===== config.mk =====
export PLATFORM = sky130hd
export DESIGN_NAME = pgp_port_top
export DESIGN_NICKNAME = d
export VERILOG_FILES = /design/src/logic/pgp_pkg.sv /design/src/logic/pgp_port_top.sv /design/src/logic/pgp_byte_reg.sv /design/src/logic/pgp_pad_cell.sv
export SDC_FILE = /design/constraint.sdc
export NUM_CORES = 1
export LEC_CHECK = 0
export ABC_AREA = 1
export BUFFER_PORTS_ARGS = -buffer_cell sky130_fd_sc_hd__buf_2
export CELL_PAD_IN_SITES_DETAIL_PLACEMENT = 0
export CELL_PAD_IN_SITES_GLOBAL_PLACEMENT = 1
export CORE_ASPECT_RATIO = 1.5
export CORE_MARGIN = 5
export CORE_UTILIZATION = 35
export DETAILED_ROUTE_END_ITERATION = 8
export PLACE_DENSITY_LB_ADDON = 0.05
export SLEW_MARGIN = 20
export SYNTH_ARGS = -nofsm -noshare
export SYNTH_HDL_FRONTEND = slang
export SYNTH_HIERARCHICAL = 1
export SYNTH_SLANG_ARGS = --single-unit

===== constraint.sdc =====
create_clock -name clock_in -period 1.55 [get_ports clock_in]
set_input_delay 0 -clock clock_in [delete_from_list [all_inputs] [get_ports clock_in]]
set_output_delay 0 -clock clock_in [all_outputs]
set_load 0.01 [all_outputs]

===== src/logic/pgp_pkg.sv =====
// Constants for the general-purpose port block: the byte-wide port
// and the single-bit port, reached over a classic Wishbone slave.
// Assumes a 32-bit Wishbone master with byte addresses and lane 0 used.
// Summary of operation
// [RULE_01] Eight port pins, each set to input or output on its own.
// [RULE_02] Each of the eight pins has its own pull-up enable bit.
// [RULE_03] Each eight-pin output is push-pull or open-drain pulling low only.
// [RULE_04] Output pins follow the output latch; latch bits reset to zero.
// [RULE_05] Each pin also carries a real-time output bit and address lines 5 to 12.
// [RULE_06] Single-bit direction register: bit 0 only, resets to 01h, 0 selects output.
// [RULE_07] Single-bit function register resets to zero; 1 makes the pin bus wait input.
// [RULE_08] The function register is read and written as a bit or a byte.
// [RULE_09] Input pins read back the pin level; writes only update the latch.
package pgp_pkg;

  // ************************************************************
  // Register byte addresses
  // ************************************************************
  localparam logic [31:0] ADDR_PORT10_LATCH = 32'hfffff014;
  localparam logic [31:0] ADDR_P12_DIR = 32'hfffff038;
  localparam logic [31:0] ADDR_P12_FUNC = 32'h0ffff058;
  localparam logic [31:0] ADDR_PORT10_DIR = 32'hfffff100;
  localparam logic [31:0] ADDR_PORT10_PULLUP = 32'hfffff104;
  localparam logic [31:0] ADDR_PORT10_OPENDRAIN = 32'hfffff108;
  localparam logic [31:0] ADDR_PORT10_ALT_EN = 32'hfffff10c;
  localparam logic [31:0] ADDR_PORT10_ALT_SRC = 32'hfffff110;
  localparam logic [31:0] ADDR_P12_LATCH = 32'hfffff114;

  // ************************************************************
  // Reset values and writable-bit masks
  // ************************************************************
  localparam logic [7:0] RST_PORT10_LATCH = 8'h00;
  localparam logic [7:0] RST_PORT10_DIR = 8'hff;
  localparam logic [7:0] RST_PORT10_PULLUP = 8'h00;
  localparam logic [7:0] RST_PORT10_OPENDRAIN = 8'h00;
  localparam logic [7:0] RST_PORT10_ALT_EN = 8'h00;
  localparam logic [7:0] RST_PORT10_ALT_SRC = 8'h00;
  localparam logic [7:0] RST_P12_DIR = 8'h01;
  localparam logic [7:0] RST_P12_FUNC = 8'h00;
  localparam logic [7:0] RST_P12_LATCH = 8'h00;
  localparam logic [7:0] MASK_ALL = 8'hff;
  localparam logic [7:0] MASK_BIT0 = 8'h01;

  // ************************************************************
  // Field positions and widths
  // ************************************************************
  localparam int BIT0 = 0;
  localparam int PORT_W = 8;
  localparam int BYTE_LANE0 = 0;
  localparam logic [23:0] UPPER_ZERO = 24'h000000;

endpackage : pgp_pkg


===== src/logic/pgp_port_top.sv =====
// Top of the general-purpose port block: Wishbone slave, registers,
// the byte-wide port with alternate functions, and the single-bit port.
// Assumes all pin inputs are already synchronous to clock_in.
`timescale 1ns/1ps
module pgp_port_top (
  // Clock and reset
  input wire logic clock_in,
  input wire logic rst_in,
  // Wishbone slave
  input wire logic wb_cyc_i,
  input wire logic wb_stb_i,
  input wire logic wb_we_i,
  input wire logic [31:0] wb_adr_i,
  input wire logic [3:0] wb_sel_i,
  input wire logic [31:0] wb_dat_i,
  output logic [31:0] wb_dat_o,
  output logic wb_ack_o,
  // Byte-wide port pins
  input wire logic [7:0] port10_pin_in,
  output logic [7:0] port10_pin_out,
  output logic [7:0] port10_pin_oe_n_out,
  output logic [7:0] port10_pullup_en_out,
  // Alternate sources for the byte-wide port
  input wire logic [7:0] realtime_out_in,
  input wire logic [7:0] ext_addr_line_in,
  // Single-bit port pin
  input wire logic port12_pin_in,
  output logic port12_pin_out,
  output logic port12_pin_oe_n_out,
  output logic bus_wait_out
);

  // ************************************************************
  // Bus decode
  // ************************************************************
  logic ack_ff;
  logic [31:0] rdata_ff;
  logic bus_req;
  logic wr_cycle;
  logic [7:0] wbyte;
  logic hit_port10_latch;
  logic hit_port10_dir;
  logic hit_port10_pullup;
  logic hit_port10_od;
  logic hit_port10_alt_en;
  logic hit_port10_alt_src;
  logic hit_p12_dir;
  logic hit_p12_func;
  logic hit_p12_latch;

  // Write lands on the edge where ack is seen high, as the master expects
  assign bus_req = wb_cyc_i & wb_stb_i;
  assign wr_cycle = bus_req & wb_we_i & ack_ff & wb_sel_i[pgp_pkg::BYTE_LANE0];
  assign wbyte = wb_dat_i[7:0];
  assign hit_port10_latch = (wb_adr_i == pgp_pkg::ADDR_PORT10_LATCH);
  assign hit_port10_dir = (wb_adr_i == pgp_pkg::ADDR_PORT10_DIR);
  assign hit_port10_pullup = (wb_adr_i == pgp_pkg::ADDR_PORT10_PULLUP);
  assign hit_port10_od = (wb_adr_i == pgp_pkg::ADDR_PORT10_OPENDRAIN);
  assign hit_port10_alt_en = (wb_adr_i == pgp_pkg::ADDR_PORT10_ALT_EN);
  assign hit_port10_alt_src = (wb_adr_i == pgp_pkg::ADDR_PORT10_ALT_SRC);
  assign hit_p12_dir = (wb_adr_i == pgp_pkg::ADDR_P12_DIR);
  assign hit_p12_func = (wb_adr_i == pgp_pkg::ADDR_P12_FUNC);
  assign hit_p12_latch = (wb_adr_i == pgp_pkg::ADDR_P12_LATCH);

  // ************************************************************
  // Registers
  // ************************************************************
  logic [7:0] port10_output_latch;
  logic [7:0] port10_dir;
  logic [7:0] port10_pullup;
  logic [7:0] port10_od;
  logic [7:0] port10_alt_en;
  logic [7:0] port10_alt_src;
  logic [7:0] p12_dir;
  logic [7:0] p12_func;
  logic [7:0] p12_latch;

  // Output latch; written even in input mode, pins untouched then
  pgp_byte_reg #(.RESET_VAL(pgp_pkg::RST_PORT10_LATCH), .WR_MASK(pgp_pkg::MASK_ALL)) u_port10_latch (
    .clock_in(clock_in),
    .rst_in(rst_in),
    .wr_en_in(wr_cycle & hit_port10_latch), // [RULE_04] [RULE_09]
    .wr_data_in(wbyte),
    .value_out(port10_output_latch)
  );

  // Per-bit direction, 1 is input
  pgp_byte_reg #(.RESET_VAL(pgp_pkg::RST_PORT10_DIR), .WR_MASK(pgp_pkg::MASK_ALL)) u_port10_dir (
    .clock_in(clock_in),
    .rst_in(rst_in),
    .wr_en_in(wr_cycle & hit_port10_dir), // [RULE_01]
    .wr_data_in(wbyte),
    .value_out(port10_dir)
  );

  // Per-bit pull-up enable
  pgp_byte_reg #(.RESET_VAL(pgp_pkg::RST_PORT10_PULLUP), .WR_MASK(pgp_pkg::MASK_ALL)) u_port10_pullup (
    .clock_in(clock_in),
    .rst_in(rst_in),
    .wr_en_in(wr_cycle & hit_port10_pullup), // [RULE_02]
    .wr_data_in(wbyte),
    .value_out(port10_pullup)
  );

  // Per-bit open-drain select
  pgp_byte_reg #(.RESET_VAL(pgp_pkg::RST_PORT10_OPENDRAIN), .WR_MASK(pgp_pkg::MASK_ALL)) u_port10_od (
    .clock_in(clock_in),
    .rst_in(rst_in),
    .wr_en_in(wr_cycle & hit_port10_od), // [RULE_03]
    .wr_data_in(wbyte),
    .value_out(port10_od)
  );

  // Per-bit alternate function enable
  pgp_byte_reg #(.RESET_VAL(pgp_pkg::RST_PORT10_ALT_EN), .WR_MASK(pgp_pkg::MASK_ALL)) u_port10_alt_en (
    .clock_in(clock_in),
    .rst_in(rst_in),
    .wr_en_in(wr_cycle & hit_port10_alt_en), // [RULE_05]
    .wr_data_in(wbyte),
    .value_out(port10_alt_en)
  );

  // Alternate source: 0 real-time output, 1 address line
  pgp_byte_reg #(.RESET_VAL(pgp_pkg::RST_PORT10_ALT_SRC), .WR_MASK(pgp_pkg::MASK_BIT0)) u_port10_alt_src (
    .clock_in(clock_in),
    .rst_in(rst_in),
    .wr_en_in(wr_cycle & hit_port10_alt_src), // [RULE_05]
    .wr_data_in(wbyte),
    .value_out(port10_alt_src)
  );

  // Single-bit direction; upper bits are fixed at zero
  pgp_byte_reg #(.RESET_VAL(pgp_pkg::RST_P12_DIR), .WR_MASK(pgp_pkg::MASK_BIT0)) u_p12_dir ( // [RULE_06]
    .clock_in(clock_in),
    .rst_in(rst_in),
    .wr_en_in(wr_cycle & hit_p12_dir),
    .wr_data_in(wbyte),
    .value_out(p12_dir)
  );

  // Single-bit function select, byte or bit access alike
  pgp_byte_reg #(.RESET_VAL(pgp_pkg::RST_P12_FUNC), .WR_MASK(pgp_pkg::MASK_BIT0)) u_p12_func ( // [RULE_07] [RULE_08]
    .clock_in(clock_in),
    .rst_in(rst_in),
    .wr_en_in(wr_cycle & hit_p12_func),
    .wr_data_in(wbyte),
    .value_out(p12_func)
  );

  // Single-bit output latch
  pgp_byte_reg #(.RESET_VAL(pgp_pkg::RST_P12_LATCH), .WR_MASK(pgp_pkg::MASK_BIT0)) u_p12_latch (
    .clock_in(clock_in),
    .rst_in(rst_in),
    .wr_en_in(wr_cycle & hit_p12_latch),
    .wr_data_in(wbyte),
    .value_out(p12_latch)
  );

  // ************************************************************
  // Byte-wide port pin logic
  // ************************************************************
  logic [7:0] port10_alt_data;
  logic [7:0] port10_data;
  logic [7:0] port10_out_mode;
  logic [7:0] port10_readback;

  // Alternate function forces the pin to output and overrides the latch
  assign port10_alt_data = port10_alt_src[pgp_pkg::BIT0] ? ext_addr_line_in : realtime_out_in; // [RULE_05]
  assign port10_data = (port10_alt_en & port10_alt_data) | (~port10_alt_en & port10_output_latch); // [RULE_04]
  assign port10_out_mode = ~port10_dir | port10_alt_en; // [RULE_01]
  // Input bits read the pin, output bits read the latch
  assign port10_readback = (port10_dir & port10_pin_in) | (~port10_dir & port10_output_latch); // [RULE_09]

  // One output stage per pin
  genvar gi;
  generate
    for (gi = 0; gi < pgp_pkg::PORT_W; gi++) begin : g_port10_pad
      pgp_pad_cell u_pad (
        .clock_in(clock_in),
        .rst_in(rst_in),
        .out_mode_in(port10_out_mode[gi]),
        .open_drain_in(port10_od[gi]), // [RULE_03]
        .data_in(port10_data[gi]),
        .pin_out(port10_pin_out[gi]),
        .pin_oe_n_out(port10_pin_oe_n_out[gi])
      );
    end
  endgenerate

  // Pull-up enables come straight from their register flops
  assign port10_pullup_en_out = port10_pullup; // [RULE_02]

  // ************************************************************
  // Single-bit port pin logic
  // ************************************************************
  logic p12_is_wait;
  logic p12_out_mode;
  logic p12_readback;
  logic wait_ff;

  // In wait mode the pin is only an input, whatever the direction bit says
  assign p12_is_wait = p12_func[pgp_pkg::BIT0]; // [RULE_07]
  assign p12_out_mode = ~p12_dir[pgp_pkg::BIT0] & ~p12_is_wait; // [RULE_06]
  assign p12_readback = p12_dir[pgp_pkg::BIT0] ? port12_pin_in : p12_latch[pgp_pkg::BIT0];

  pgp_pad_cell u_p12_pad (
    .clock_in(clock_in),
    .rst_in(rst_in),
    .out_mode_in(p12_out_mode),
    .open_drain_in(1'b0),
    .data_in(p12_latch[pgp_pkg::BIT0]),
    .pin_out(port12_pin_out),
    .pin_oe_n_out(port12_pin_oe_n_out)
  );

  // Wait request passes to the bus only while the pin is in wait mode
  always_ff @(posedge clock_in or posedge rst_in) begin
    if (rst_in) begin
      wait_ff <= 1'b0;
    end else begin
      wait_ff <= p12_is_wait & port12_pin_in; // [RULE_07]
    end
  end
  assign bus_wait_out = wait_ff;

  // ************************************************************
  // Read mux and acknowledge
  // ************************************************************
  logic [7:0] rd_byte;
  logic [31:0] nxt_rdata;
  logic nxt_ack;

  // Unmapped addresses still ack, with zero data, so the bus never hangs
  assign rd_byte = hit_port10_latch ? port10_readback :
                   hit_port10_dir ? port10_dir :
                   hit_port10_pullup ? port10_pullup :
                   hit_port10_od ? port10_od :
                   hit_port10_alt_en ? port10_alt_en :
                   hit_port10_alt_src ? port10_alt_src :
                   hit_p12_dir ? p12_dir : // [RULE_06]
                   hit_p12_func ? p12_func : // [RULE_08]
                   hit_p12_latch ? {p12_latch[7:1], p12_readback} : 8'h00;
  assign nxt_rdata = {pgp_pkg::UPPER_ZERO, rd_byte};
  assign nxt_ack = bus_req & ~ack_ff;

  // One wait state, then ack for exactly one cycle
  always_ff @(posedge clock_in or posedge rst_in) begin
    if (rst_in) begin
      ack_ff <= 1'b0;
      rdata_ff <= 32'h00000000;
    end else begin
      ack_ff <= nxt_ack;
      rdata_ff <= nxt_rdata;
    end
  end
  assign wb_ack_o = ack_ff;
  assign wb_dat_o = rdata_ff;

  // ************************************************************
  // Assertions
  // ************************************************************
  a_ack_single: assert property (@(posedge clock_in) disable iff (rst_in)
    wb_ack_o |=> !wb_ack_o) else $error("ack held longer than one cycle");

  a_ack_latency: assert property (@(posedge clock_in) disable iff (rst_in)
    (bus_req && !wb_ack_o) |=> wb_ack_o) else $error("ack not one cycle after request");

  a_latch_write: assert property (@(posedge clock_in) disable iff (rst_in) // [RULE_04]
    (wr_cycle && hit_port10_latch) |=> (port10_output_latch == $past(wbyte))) else $error("output latch not written");

  // Bit 4 is an output without open drain in the bench until open drain is set on the upper nibble, so this really fires
  a_pin_follow: assert property (@(posedge clock_in) disable iff (rst_in) // [RULE_04]
    (!port10_dir[4] && !port10_alt_en[4] && !port10_od[4]) |=>
    (!port10_pin_oe_n_out[4] && port10_pin_out[4] == $past(port10_output_latch[4])))
    else $error("output pin does not follow latch");

  a_od_release: assert property (@(posedge clock_in) disable iff (rst_in) // [RULE_03]
    (port10_od[6] && port10_data[6]) |=> port10_pin_oe_n_out[6]) else $error("open drain drove a high level");

  a_input_float: assert property (@(posedge clock_in) disable iff (rst_in) // [RULE_01]
    (port10_dir[2] && !port10_alt_en[2]) |=> port10_pin_oe_n_out[2]) else $error("input pin is driven");

  a_input_untouched: assert property (@(posedge clock_in) disable iff (rst_in) // [RULE_09]
    (wr_cycle && hit_port10_latch && port10_dir[0] && !port10_alt_en[0]) |=> port10_pin_oe_n_out[0])
    else $error("latch write drove an input pin");

  a_pullup_write: assert property (@(posedge clock_in) disable iff (rst_in) // [RULE_02]
    (wr_cycle && hit_port10_pullup) |=> (port10_pullup_en_out == $past(wbyte))) else $error("pull-up enable not updated");

  a_alt_addr: assert property (@(posedge clock_in) disable iff (rst_in) // [RULE_05]
    (port10_alt_en[3] && port10_alt_src[0]) |=> (port10_pin_out[3] == $past(ext_addr_line_in[3])))
    else $error("address line not on pin");

  a_dir12_upper: assert property (@(posedge clock_in) disable iff (rst_in) // [RULE_06]
    (wb_ack_o && hit_p12_dir && !wb_we_i) |-> (wb_dat_o[31:1] == 31'h00000000)) else $error("direction upper bits not zero");

  a_wait_pass: assert property (@(posedge clock_in) disable iff (rst_in) // [RULE_07]
    p12_is_wait |=> (bus_wait_out == $past(port12_pin_in) && port12_pin_oe_n_out)) else $error("wait input mishandled");

  a_func_write: assert property (@(posedge clock_in) disable iff (rst_in) // [RULE_08]
    (wr_cycle && hit_p12_func) |=> (p12_func == {7'h00, $past(wbyte[0])})) else $error("function register not written");

  a_input_read: assert property (@(posedge clock_in) disable iff (rst_in) // [RULE_09]
    (bus_req && !wb_ack_o && hit_port10_latch && port10_dir == 8'hff) |=> (wb_dat_o[7:0] == $past(port10_pin_in)))
    else $error("input pin level not read back");

endmodule // pgp_port_top


===== src/logic/pgp_byte_reg.sv =====
// One byte-wide software register with a reset value and a writable mask.
// Assumes the caller forms a one-cycle write enable from the bus.
`timescale 1ns/1ps
module pgp_byte_reg #(
  parameter logic [7:0] RESET_VAL = 8'h00,
  parameter logic [7:0] WR_MASK = 8'hff
) (
  // Clock and reset
  input wire logic clock_in,
  input wire logic rst_in,
  // Write side
  input wire logic wr_en_in,
  input wire logic [7:0] wr_data_in,
  // Stored value
  output logic [7:0] value_out
);

  logic [7:0] value_ff;
  logic [7:0] nxt_value;

  // Unimplemented bits keep their reset value, so they read back fixed
  assign nxt_value = wr_en_in ? ((wr_data_in & WR_MASK) | (RESET_VAL & ~WR_MASK)) : value_ff;
  assign value_out = value_ff;

  // Storage
  always_ff @(posedge clock_in or posedge rst_in) begin
    if (rst_in) begin
      value_ff <= RESET_VAL;
    end else begin
      value_ff <= nxt_value;
    end
  end

endmodule // pgp_byte_reg


===== src/logic/pgp_pad_cell.sv =====
// Output stage of one port pin: registered level and registered enable.
// Assumes the pad wire is resolved outside; enable is low while driving.
`timescale 1ns/1ps
module pgp_pad_cell (
  // Clock and reset
  input wire logic clock_in,
  input wire logic rst_in,
  // Control
  input wire logic out_mode_in,
  input wire logic open_drain_in,
  input wire logic data_in,
  // Pad side
  output logic pin_out,
  output logic pin_oe_n_out
);

  logic pin_ff;
  logic oe_n_ff;
  logic nxt_oe_n;

  // Open-drain only drives for a low level; a high is left to the pull-up
  assign nxt_oe_n = ~(out_mode_in & (~open_drain_in | ~data_in));
  assign pin_out = pin_ff;
  assign pin_oe_n_out = oe_n_ff;

  // Registered so the pad sees no decode glitches
  always_ff @(posedge clock_in or posedge rst_in) begin
    if (rst_in) begin
      pin_ff <= 1'b0;
      oe_n_ff <= 1'b1;
    end else begin
      pin_ff <= data_in;
      oe_n_ff <= nxt_oe_n;
    end
  end

endmodule // pgp_pad_cell


Word level (Yosys, flattened, before mapping)
Cells that the tools add are included.

storage, ports and cells
  flip-flop bits (word level) = 72
  bits in latches = 0
  memory bits (writable) = 0
  memory bits (read-only) = 0
  input port bits = 98
  output and inout bits = 60
  logic and storage cells = 119
  memories kept = 0

operators by class
  add/subtract/negate cells = 0
  multipliers = 0
  div/mod/pow operators = 0
  magnitude comparators = 0
  eq/ne operators = 9
  shift operators = 0
  mux-type cells = 11
  bitwise operators = 69
  reduce and logical (&&, ||, !) cells = 0

operators by type and width
  kind                  number
  $eq 32x32->1 const B  8
  $mux 8                6
  $and 8x8->8           4
  $eq 32x28->1 const B  1
  $not 1->1             28
  $and 1x1->1           24
  $or 8x8->8            3
  $not 8->8             2
  $or 1x1->1            8
  $mux 1                5

Longest topological paths before layout
Gate-level depths: netlist of the first run.

  word-level depth = 10
  gate-level depth with buffers = 18

Cells and area by module
The synthesis of the first run kept the hierarchy.

by module, submodules not included
  module                              times used  cells an instance  area an instance (µm²)  sequential area each (µm²)
  pgp_port_top                        1           359                1935.6                  250.2
  pgp_byte_reg (u_port10_alt_en ...)  4           35                 309.0                   200.2
  pgp_pad_cell                        9           5                  62.6                    51.3
  pgp_byte_reg (u_port10_dir)         1           35                 319.1                   210.2
  pgp_byte_reg (u_p12_func ...)       3           14                 100.1                   25.0
  pgp_byte_reg (u_p12_dir)            1           14                 101.3                   26.3

Least setup slack after synthesis of the first run
No wires, ideal clock.

  path kind = input to register
  from = in wb_adr_i[21]
  to = reg u_port10_alt_en.value_ff[6], in the netlist u_port10_alt_en/value_out[6]
  setup time = 117 ps
  arrival time = 1401 ps
  path slack = 32 ps
  stages on the path = 12
  path buffers = 1
  cell sequence = nand2_1 nor2_2 nand2_2 nor2_8 nand3_4 nor4_4 inv_4 nor2_1 buf_6 inv_2 nand2_1 nand2_1

on the way
  cells in the longest elaborated chain, start to end = 2

RTL lines
  what                  RTL line             source
  from (decl)           pgp_port_top.sv:13   input wire logic [31:0] wb_adr_i,
  $eq 32x32->1          pgp_port_top.sv:59   assign hit_port10_alt_en = (wb_adr_i == pgp_pkg::ADDR_PORT10_ALT_EN);
  $and 1x1->1           pgp_port_top.sv:118  .wr_en_in(wr_cycle & hit_port10_alt_en),
  to (signal assigned)  pgp_byte_reg.sv:30   value_ff <= nxt_value;
  to (decl)             pgp_byte_reg.sv:18   logic [7:0] value_ff;

Every way passes these cells.
A chain may end at the register's enable or synchronous reset.

Worst setup path in the final report of the first run
  from = reg u_p12_dir.value_ff[0], in the netlist u_p12_dir/value_out[0]
  to = reg rdata_ff[0], in the netlist wb_dat_o[0]

on the way
  cells in the longest elaborated chain, start to end = 10

RTL lines
  what                    RTL line             source
  from (decl)             pgp_byte_reg.sv:18
  from (signal assigned)  pgp_byte_reg.sv:30
  $mux 1                  pgp_port_top.sv:204  assign p12_readback = p12_dir[pgp_pkg::BIT0] ? port12_pin_in : p12_latch[pgp_pkg::BIT0];
  $mux 1                  pgp_port_top.sv:242  hit_p12_latch ? {p12_latch[7:1], p12_readback} : 8'h00;
  $mux 1                  pgp_port_top.sv:241  hit_p12_func ? p12_func :
  $mux 1 (*)              pgp_port_top.sv:240  hit_p12_dir ? p12_dir :
  $mux 1 (*)              pgp_port_top.sv:239  hit_port10_alt_src ? port10_alt_src :
  $mux 8 (*)              pgp_port_top.sv:238  hit_port10_alt_en ? port10_alt_en :
  $mux 8 (*)              pgp_port_top.sv:237  hit_port10_od ? port10_od :
  $mux 8 (*)              pgp_port_top.sv:236  hit_port10_pullup ? port10_pullup :
  $mux 8 (*)              pgp_port_top.sv:235  hit_port10_dir ? port10_dir :
  $mux 8 (*)              pgp_port_top.sv:234  assign rd_byte = hit_port10_latch ? port10_readback :
  net rd_byte[0]          pgp_port_top.sv:229  logic [7:0] rd_byte;
  to (signal assigned)    pgp_port_top.sv:253  rdata_ff <= nxt_rdata;
  to (decl)               pgp_port_top.sv:37   logic [31:0] rdata_ff;

The timed path passes the listed nets; every way through them passes the cells marked *.

==> run summary, run 1 <==
YOSYS
---------------------------------------------------------------------------------
Average footprint of a synthesized cell                                  7.02 um2
Number of library cell types mapped by synthesis                               33
Synth area leader                                                    sky130_fd_sc_hd__dfrtp_1
Dominant cells by area after synthesis                               sky130_fd_sc_hd__dfrtp_1 (30%), sky130_fd_sc_hd__nand2_1 (22%), sky130_fd_sc_hd__dfstp_2 (11%)
Synthesized cell area                                                    4460 um2
Syn Inst Count                                                                635
Synthesis Warnings                                                              6
Sequential area share after synthesis                                       0.409
Share of the synthesized area in the top cell type                          0.303
Count of state elements after synthesis                                        72

CLOCK NETWORK
---------------------------------------------------------------------------------
Clock transition at path regs                                             0.06 ns
Number of buffers inserted by post-CTS setup repair                             0
Maximum level of the CTS H-tree                                                 3
Clock Path Buffers                                                              2
TritonCTS sink count                                                           72
Number of buffers created by CTS                                                9
Clock root buffer                                                    sky130_fd_sc_hd__clkbuf_16
Insertion delay of the later-clocked pin in the worst-skew pair           0.33 ns
Clock tree from TritonCTS                                                    done

FINAL LAYOUT
---------------------------------------------------------------------------------
Ratio of cells with drive above 1 in the final layout                       0.265
Area of the multi-input gates                                            2080 um2
Area added between synthesis and finish                                     28.7%
Total area of sequential cells                                           1820 um2
Layout filler cell count                                                     1389
Finished Core Util                                                          0.458
Net count, final                                                              897
Number of antenna cells inserted                                                0

DRT
---------------------------------------------------------------------------------
Routed length per instance                                                14.2 um
Final wirelength                                                         13700 um
Total via count in the routed design                                         4234
Starting DRC count in detailed routing                                        197
Number of optimization iterations in the first detailed-route pass              4
Count of unresolved DRC violations after routing                                0
Number of vias per cell after detailed routing                               4.41
DRT antenna net count                                                           0

TIMING
---------------------------------------------------------------------------------
Tmin final                                                                1.42 ns
Worst Clk Skew                                                         0.00485 ns
Final Max Slew Viols                                                            0
RSZ-0062 raised after global routing                                           no
FMAX                                                                    0.706 GHz
Fin Hold WS                                                            0.00805 ns
Final Hold Fails                                                                0
Fin crit share                                                              0.914
Final count of negative-setup-slack endpoints                                   0

CRITICAL PATH
---------------------------------------------------------------------------------
CP required                                                               1.76 ns
Startpoint-to-endpoint class of the critical path                         reg2reg
Kind of launch point of the worst setup path                            flip-flop
Maximum fanout count along the critical path                                    4
CP arrival                                                                1.63 ns
Type of destination of the critical path                                flip-flop

FLOORPLANNING
---------------------------------------------------------------------------------
Die area                                                                15100 um2
Die width                                                                  102 um
DIE HEIGHT                                                                 148 um
Number of top-level pins                                                      158
Starting density of the core                                                0.356
Area of the core                                                        12500 um2
Number of placement rows                                                       50

HOLD PATH
---------------------------------------------------------------------------------
Type of the tightest min-delay check                                       in2reg

PWR
---------------------------------------------------------------------------------
Net load switching power                                                0.00100 W
Cell Pwr Density                                                       773 nW/um2
Sequential fraction of design power                                         0.425
Switch share                                                                0.226
Internal power                                                          0.00343 W
IR Drop Worst-Case VDD                                                     446 uV
Part of the total power dissipated in the clock network                     0.507
Combinational Power Share                                                   0.068
Leakage power total                                                       3.25 nW

GRT
---------------------------------------------------------------------------------
Vias in the first global route                                               4226
Maximum number of pins on one net before global-route repair                   20
Overall fraction of global-route tracks in use                              0.184
Wire length of the first global-routing pass                             21300 um
Initial antenna violation count                                                 0
Overflow after GRT                                                              0

FLOW RUN
---------------------------------------------------------------------------------
Number of max-cap violations                                                    0

RUN STATUS
---------------------------------------------------------------------------------
Run status                                                              completed

PLACEMENT
---------------------------------------------------------------------------------
Global placement routability congestion                                     0.868
Post-DP HPWL                                                             11200 um
Number of buffer cells added on primary ports                                 106

==> power groups by stage <==
stage / sequential, W / combinational, W / clock [W]
after floorplan: 0.00192 / 0.000195 / 0
after global placement: 0.00192 / 0.000254 / 0
after detailed placement: 0.00192 / 0.000259 / 0
after CTS: 0.00188 / 0.000303 / 0.00230
after global routing: 0.00188 / 0.000336 / 0.00238
final: 0.00188 / 0.000299 / 0.00225
==> critical path, stage by stage (launching register included) <==
cell and delay, ns:
sky130_fd_sc_hd__dfstp_2 0.55, sky130_fd_sc_hd__inv_1 0.06, sky130_fd_sc_hd__nand2_1 0.05, sky130_fd_sc_hd__nand2_1 0.06
sky130_fd_sc_hd__nand3_1 0.08, sky130_fd_sc_hd__nand3_1 0.07, sky130_fd_sc_hd__nand2_1 0.11, sky130_fd_sc_hd__nand3_1 0.10
sky130_fd_sc_hd__nand2_1 0.07, sky130_fd_sc_hd__nand2_1 0.05, sky130_fd_sc_hd__nand2_1 0.07, sky130_fd_sc_hd__a21oi_2 0.05
==> metal layers <==
metal,track usage,share of wire,up-vias
li1,-,-,2172
met5,0,0,-
met3,0.0300,0.042,11
met2,0.353,0.56,97
met1,0.205,0.38,1954
met4,0.0440,0.014,0
==> cells in the mapped netlist <==
cell type / count
sky130_fd_sc_hd__nand2_1: 257
sky130_fd_sc_hd__nor2_1: 64
sky130_fd_sc_hd__inv_1: 58
sky130_fd_sc_hd__dfrtp_1: 54
sky130_fd_sc_hd__buf_4: 52
sky130_fd_sc_hd__nand3_1: 23
sky130_fd_sc_hd__a21oi_1: 21
sky130_fd_sc_hd__dfstp_2: 18
sky130_fd_sc_hd__o21ai_0: 13
sky130_fd_sc_hd__inv_2: 8
sky130_fd_sc_hd__o22ai_1: 8
sky130_fd_sc_hd__buf_6: 6
sky130_fd_sc_hd__conb_1: 5
sky130_fd_sc_hd__nand4_1: 5
sky130_fd_sc_hd__nor2_2: 5
sky130_fd_sc_hd__or2_2: 5
sky130_fd_sc_hd__nand2_2: 4
sky130_fd_sc_hd__nand3b_1: 4
sky130_fd_sc_hd__a211oi_1: 3
sky130_fd_sc_hd__a21oi_2: 3
sky130_fd_sc_hd__clkbuf_1: 3
sky130_fd_sc_hd__nor2_4: 3
sky130_fd_sc_hd__buf_2: 2
sky130_fd_sc_hd__nor3_1: 2
sky130_fd_sc_hd__and2_0: 1
sky130_fd_sc_hd__inv_4: 1
sky130_fd_sc_hd__nand3_2: 1
sky130_fd_sc_hd__nand3_4: 1
sky130_fd_sc_hd__nor2_8: 1
sky130_fd_sc_hd__nor3_2: 1
sky130_fd_sc_hd__nor4_4: 1
sky130_fd_sc_hd__o211ai_1: 1
sky130_fd_sc_hd__o21ai_1: 1
==> kinds of logic (layout without fill, tap and decap cells) <==
logic type             Yosys count  in the layout  share of synthesized area
AND/OR/NAND/NOR                378            378                      0.359
other                            5             53                    0.00421
AO/OA/AOI/OAI                   50             50                     0.0632
flip-flops                      72             72                      0.409
buffers and inverters          130            251                      0.165
==> registers in the layout, indices dropped and copies added (netlist names), 8 cells and up <==
name,flops
g_port10_pad.u_pad/pin_oe_n_out,8
g_port10_pad.u_pad/pin_out,8
u_port10_alt_en/value_out,8
u_port10_dir/value_out,8
u_port10_latch/value_out,8
u_port10_od/value_out,8
u_port10_pullup/value_out,8
wb_dat_o,8
==> stage by stage <==
step	TNS (ns)	area (um2)	cells	worst slack (ns)	total power, W
3_3_place_gp	-1.39	5190	922	-0.114	0.00217
2_1_floorplan	0	4640	683	0.0320	0.00211
5_1_grt	0	5730	960	0.0151	0.00460
6_report	0	5730	960	0.133	0.00443
3_5_place_dp	-1.39	5190	922	-0.132	0.00218
4_1_cts	0	5730	960	0.0859	0.00448
==> cells in the final DEF, fill, tap and decap left out, types with 2 or more instances in the layout <==
master	n
sky130_fd_sc_hd__a211oi_1	3
sky130_fd_sc_hd__a21oi_1	21
sky130_fd_sc_hd__a21oi_2	3
sky130_fd_sc_hd__buf_2	106
sky130_fd_sc_hd__buf_4	39
sky130_fd_sc_hd__bufinv_16	2
sky130_fd_sc_hd__clkbuf_16	9
sky130_fd_sc_hd__conb_1	53
sky130_fd_sc_hd__dfrtp_1	54
sky130_fd_sc_hd__dfstp_2	18
sky130_fd_sc_hd__dlygate4sd3_1	22
sky130_fd_sc_hd__inv_1	58
sky130_fd_sc_hd__inv_2	8
sky130_fd_sc_hd__inv_6	2
sky130_fd_sc_hd__nand2_1	257
sky130_fd_sc_hd__nand2_2	4
sky130_fd_sc_hd__nand3_1	23
sky130_fd_sc_hd__nand3b_1	4
sky130_fd_sc_hd__nand4_1	5
sky130_fd_sc_hd__nor2_1	64
sky130_fd_sc_hd__nor2_2	5
sky130_fd_sc_hd__nor2_4	3
sky130_fd_sc_hd__nor3_1	2
sky130_fd_sc_hd__o21ai_0	13
sky130_fd_sc_hd__o22ai_1	8
sky130_fd_sc_hd__or2_2	5
==> timing repair <==
action / in CTS / in global routing
gates resized for setup: 0 / 0
hold buffers: 22 / 0
setup endpoints to repair: 0 / 0
hold endpoints to repair: 111 / 0
==> final timing paths <==
check | startpoint | to | slack [ns] | cells past startpoint
worst max register to register | u_p12_dir/value_out[0] | wb_dat_o[0] | 0.13 | 11
min in group asynchronous | rst_in | u_p12_latch/value_out[0] | 0.26 | 3
worst min register to register | u_p12_latch/value_out[0] | u_p12_pad/pin_out | 0.43 | 0
worst min-delay path | ext_addr_line_in[7] | g_port10_pad[7].u_pad/pin_out | 0.008 | 3
max in group asynchronous | rst_in | wb_dat_o[0] | 0.76 | 3
worst max-delay path | u_p12_dir/value_out[0] | wb_dat_o[0] | 0.13 | 11
==> area by class of cell <==
cell class | count | share of cell area
tap | 156 | 0.0340
clock inverter | 6 | 0.0157
inverter | 67 | 0.0443
clock buffer | 10 | 0.0399
sequential | 72 | 0.318
multi-input combinational | 481 | 0.362
timing repair buffer | 168 | 0.185
(Power assumes the default switching activity.)
==> run 2, diff against run 1 <==
ABC_AREA = 0   (was 1)
CORE_UTILIZATION = 38   (was 35)
==> run summary, run 2 <==
CRITICAL PATH
------------------------------------------------------------------------------------
CP required                                                                  1.73 ns   -0.03 ns
CP arrival                                                                   1.87 ns   +0.24 ns
Cell at the slowest stage of the critical path                          sky130_fd_sc_hd__dfstp_2
Type of destination of the critical path                                   flip-flop
Family of cells with the greatest summed delay on the critical path     compound AO/OA/AOI/OAI gates
Kind of launch point of the worst setup path                               flip-flop
Number of buffer and inverter stages on the critical path                          0   -1
Critical-path cell list                                                 mux2_4, a311o_1, a221oi_2, o311ai_2
Slowest stage delay, CP                                                      0.54 ns   about the same
Startpoint-to-endpoint class of the critical path                            reg2reg
Maximum fanout count along the critical path                                       2   -2

FINAL LAYOUT
------------------------------------------------------------------------------------
Layout filler cell count                                                        1072   -23%
Number of antenna cells inserted                                                   0   unchanged
Net count, final                                                                 700   -22%
Finished Layout Cells                                                            756   -21%
Most common cell after layout, fill and taps aside                      sky130_fd_sc_hd__buf_2
Most frequent cells in the layout                                       sky130_fd_sc_hd__buf_2 (98), sky130_fd_sc_hd__buf_4 (64), sky130_fd_sc_hd__dfrtp_1 (54)
Area added between synthesis and finish                                        39.0%
Ratio of cells with drive above 1 in the final layout                          0.487   +0.222

YOSYS
------------------------------------------------------------------------------------
Most used flip-flop cell after synthesis                                sky130_fd_sc_hd__dfrtp_1
Portion of netlist area occupied by mux cells                                  0.179   +0.179
Synth area leader                                                       sky130_fd_sc_hd__dfrtp_1
Count leader, synth                                                     sky130_fd_sc_hd__dfrtp_1
Count of flip-flops with a built-in enable after synthesis                         0   unchanged
Dominant cells by area after synthesis                                  sky130_fd_sc_hd__dfrtp_1 (30%), sky130_fd_sc_hd__mux2_4 (15%), sky130_fd_sc_hd__dfstp_2 (11%)
Syn Inst Count                                                                   418   -34%
Synthesized cell area                                                       4460 um2   about the same
Main combinational cell family by area after synthesis                  multiplexers
Async set-reset flop share out of synthesis                                     1.00   unchanged
Share of the synthesized area in the top cell type                             0.303   about the same
Adder-cell share of the synthesized area                                           0   unchanged
Area fraction in compound gates after synthesis                                0.123   +0.0600
Average footprint of a synthesized cell                                     10.7 um2   +52%
Synthesis Warnings                                                                 6   unchanged
Count of state elements after synthesis                                           72   unchanged
Cell types with the highest counts after synthesis                      sky130_fd_sc_hd__dfrtp_1 (54), sky130_fd_sc_hd__buf_4 (52), sky130_fd_sc_hd__mux2_4 (44), sky130_fd_sc_hd__nor2_1 (32), sky130_fd_sc_hd__inv_1 (25)
Area share of and/or/nand/nor cells after synthesis                            0.150   -0.208
Number of library cell types mapped by synthesis                                  58   +76%
Sequential area share after synthesis                                          0.409   about the same
Parity-gate share of the synthesized area counting xor and xnor cells              0   unchanged

DRT
------------------------------------------------------------------------------------
Met2 WL post-DR                                                              7300 um   -4.8%
Number of vias per cell after detailed routing                                  4.85   +10%
DRT antenna net count                                                              0   unchanged
Starting DRC count in detailed routing                                           100   -49%
Final wirelength                                                            13400 um   -1.6%
Routed met1 length                                                           5070 um   -3.0%
Max Used Layer                                                                  met4
Routed met3 length                                                            615 um   +6.4%
Count of unresolved DRC violations after routing                                   0   unchanged
Number of optimization iterations in the first detailed-route pass                 4   unchanged
Total via count in the routed design                                            3669   -13%
Routed length per instance                                                   17.8 um   +25%

GRT
------------------------------------------------------------------------------------
Overflow after GRT                                                                 0   unchanged
Overall fraction of global-route tracks in use                                 0.195   +0.0110
Maximum number of pins on one net before global-route repair                      20   unchanged
Wire length of the first global-routing pass                                21100 um   -0.65%
Initial antenna violation count                                                    0   unchanged
Vias in the first global route                                                  3943   -6.7%

FLOORPLANNING
------------------------------------------------------------------------------------
Number of placement rows                                                          48   -4.0%
Area of the core                                                           11500 um2   -7.8%
Number of top-level pins                                                         158   unchanged
Die width                                                                    98.4 um   -3.6%
Die area                                                                   14000 um2   -7.2%
DIE HEIGHT                                                                    143 um   -3.7%
Starting density of the core                                                   0.387   +0.0305

TIMING
------------------------------------------------------------------------------------
Final count of negative-setup-slack endpoints                                     10   +10
Tmin final                                                                   1.69 ns   +0.277 ns
Fin crit share                                                                  1.09   +0.179
Final Worst Setup Slack                                                    -0.144 ns   -0.277 ns
Pin slew with the least headroom to its limit                               0.521 ns
RSZ-0062 raised after global routing                                             yes
Fin Hold WS                                                                0.0152 ns   +0.00714 ns
FMAX                                                                       0.590 GHz   -16%
Final Max Slew Viols                                                               0   unchanged
Worst Clk Skew                                                            0.00747 ns   +0.00262 ns
Rel. slew slack                                                                0.653
Setup TNS                                                                  -0.280 ns   -0.280 ns
Final Hold Fails                                                                   0   unchanged

CLOCK NETWORK
------------------------------------------------------------------------------------
Number of buffers created by CTS                                                   9   unchanged
Clock Path Buffers                                                                 2   unchanged
Clock tree from TritonCTS                                                       done
Maximum level of the CTS H-tree                                                    3   unchanged
Clock transition at path regs                                                0.06 ns   about the same
Insertion delay of the later-clocked pin in the worst-skew pair              0.33 ns   about the same
TritonCTS sink count                                                              72   unchanged
Clock root buffer                                                       sky130_fd_sc_hd__clkbuf_16

RUN STATUS
------------------------------------------------------------------------------------
Failing checks                                                          setup timing
Run status                                                              finished, violations left

PLACEMENT
------------------------------------------------------------------------------------
Post-DP HPWL                                                                10800 um   -3.2%
Number of buffer cells added on primary ports                                    106   unchanged
Total instance count after detailed placement                                    722   -22%
Global placement routability congestion                                        0.866   -0.24%

HOLD PATH
------------------------------------------------------------------------------------
Type of the tightest min-delay check                                          in2reg

PWR
------------------------------------------------------------------------------------
Cell Pwr Density                                                          714 nW/um2   -7.6%
Leakage power total                                                          3.19 nW   -2.0%
IR Drop Worst-Case VDD                                                        489 uV   +9.6%

FLOW RUN
------------------------------------------------------------------------------------
Number of max-cap violations                                                       0   unchanged

## run 2: changes by cell type after synthesis, moves of 8 or more
cell and delta:
sky130_fd_sc_hd__nor2_1 -32, sky130_fd_sc_hd__nand2b_1 +9, sky130_fd_sc_hd__nor3_1 +8, sky130_fd_sc_hd__inv_2 -8, sky130_fd_sc_hd__mux2i_1 +9, sky130_fd_sc_hd__inv_1 -33, sky130_fd_sc_hd__a21bo_1 +9, sky130_fd_sc_hd__nand2_1 -245
sky130_fd_sc_hd__mux2_4 +44, sky130_fd_sc_hd__nand3_1 -15
## run 2: worst min-delay path, cell delays in order
cell	delay, ns
sky130_fd_sc_hd__buf_2	0.09
sky130_fd_sc_hd__mux2i_1	0.11
sky130_fd_sc_hd__a21oi_1	0.10
## run 2: path summary, 6_finish.rpt
check / cells past startpoint / slack [ns] / endpoint / startpoint
max: 4 / -0.14 / wb_dat_o[0] / u_p12_dir/value_out[0]
min: 3 / 0.02 / g_port10_pad[4].u_pad/pin_out / realtime_out_in[4]
max reg2reg: 4 / -0.14 / wb_dat_o[0] / u_p12_dir/value_out[0]
min in group asynchronous: 3 / 0.25 / u_p12_func/value_out[0] / rst_in
max in group asynchronous: 3 / 0.75 / wb_dat_o[1] / rst_in
min reg2reg: 1 / 0.51 / g_port10_pad[2].u_pad/pin_oe_n_out / u_port10_od/value_out[2]
## run 2: cell type report
| cell class | count | area, um2 | share of cell area |
|---|---|---|---|
| clock inverters | 5 | 81.3 | 0.0131 |
| flip-flops and latches | 72 | 1820 | 0.294 |
| multi-input cells | 300 | 2400 | 0.388 |
| repair buffers | 194 | 1370 | 0.221 |
| well taps | 150 | 188 | 0.0303 |
| clock buffers | 10 | 239 | 0.0386 |
| inverters | 25 | 93.8 | 0.0151 |
## run 2: kinds of logic (layout without fill, tap and decap cells)
family,Yosys count,after routing
buffers and inverters,94,234
AND/OR/NAND/NOR,117,117
other,5,53
multiplexers,57,57
AO/OA/AOI/OAI,73,73
flip-flops,72,72
## run 2: metal layers
metal  global-route usage  vias up
met5                    0        -
met4               0.0741        0
met3               0.0332       25
met2                0.371      127
met1                0.213     1761
li1                     -     1756
## run 2: report_power, final
group	total [W]	internal, W	switching [W]
Sequential	0.00188	0.00188	0.000000680
Clock	0.00221	0.00144	0.000765
Combinational	0.000336	0.000150	0.000186
## run 2: what timing repair did
action                     CTS  global route
setup endpoints to repair   51            44
gates resized for setup     20            26
hold endpoints to repair    98             0
buffers inserted             3             5
hold buffers                11             0
pin swaps                    8            16
gates cloned                 0             1
## run 2: metrics by stage
stage	worst slack (ns)	util	area (um2)	total power (W)
5_1_grt	-0.171	0.538	6200	0.00461
3_5_place_dp	-0.486	0.477	5500	0.00221
3_3_place_gp	-0.404	0.477	5500	0.00221
6_report	-0.144	0.538	6200	0.00443
2_1_floorplan	-0.257	-	4720	0.00213
4_1_cts	-0.173	0.525	6050	0.00448
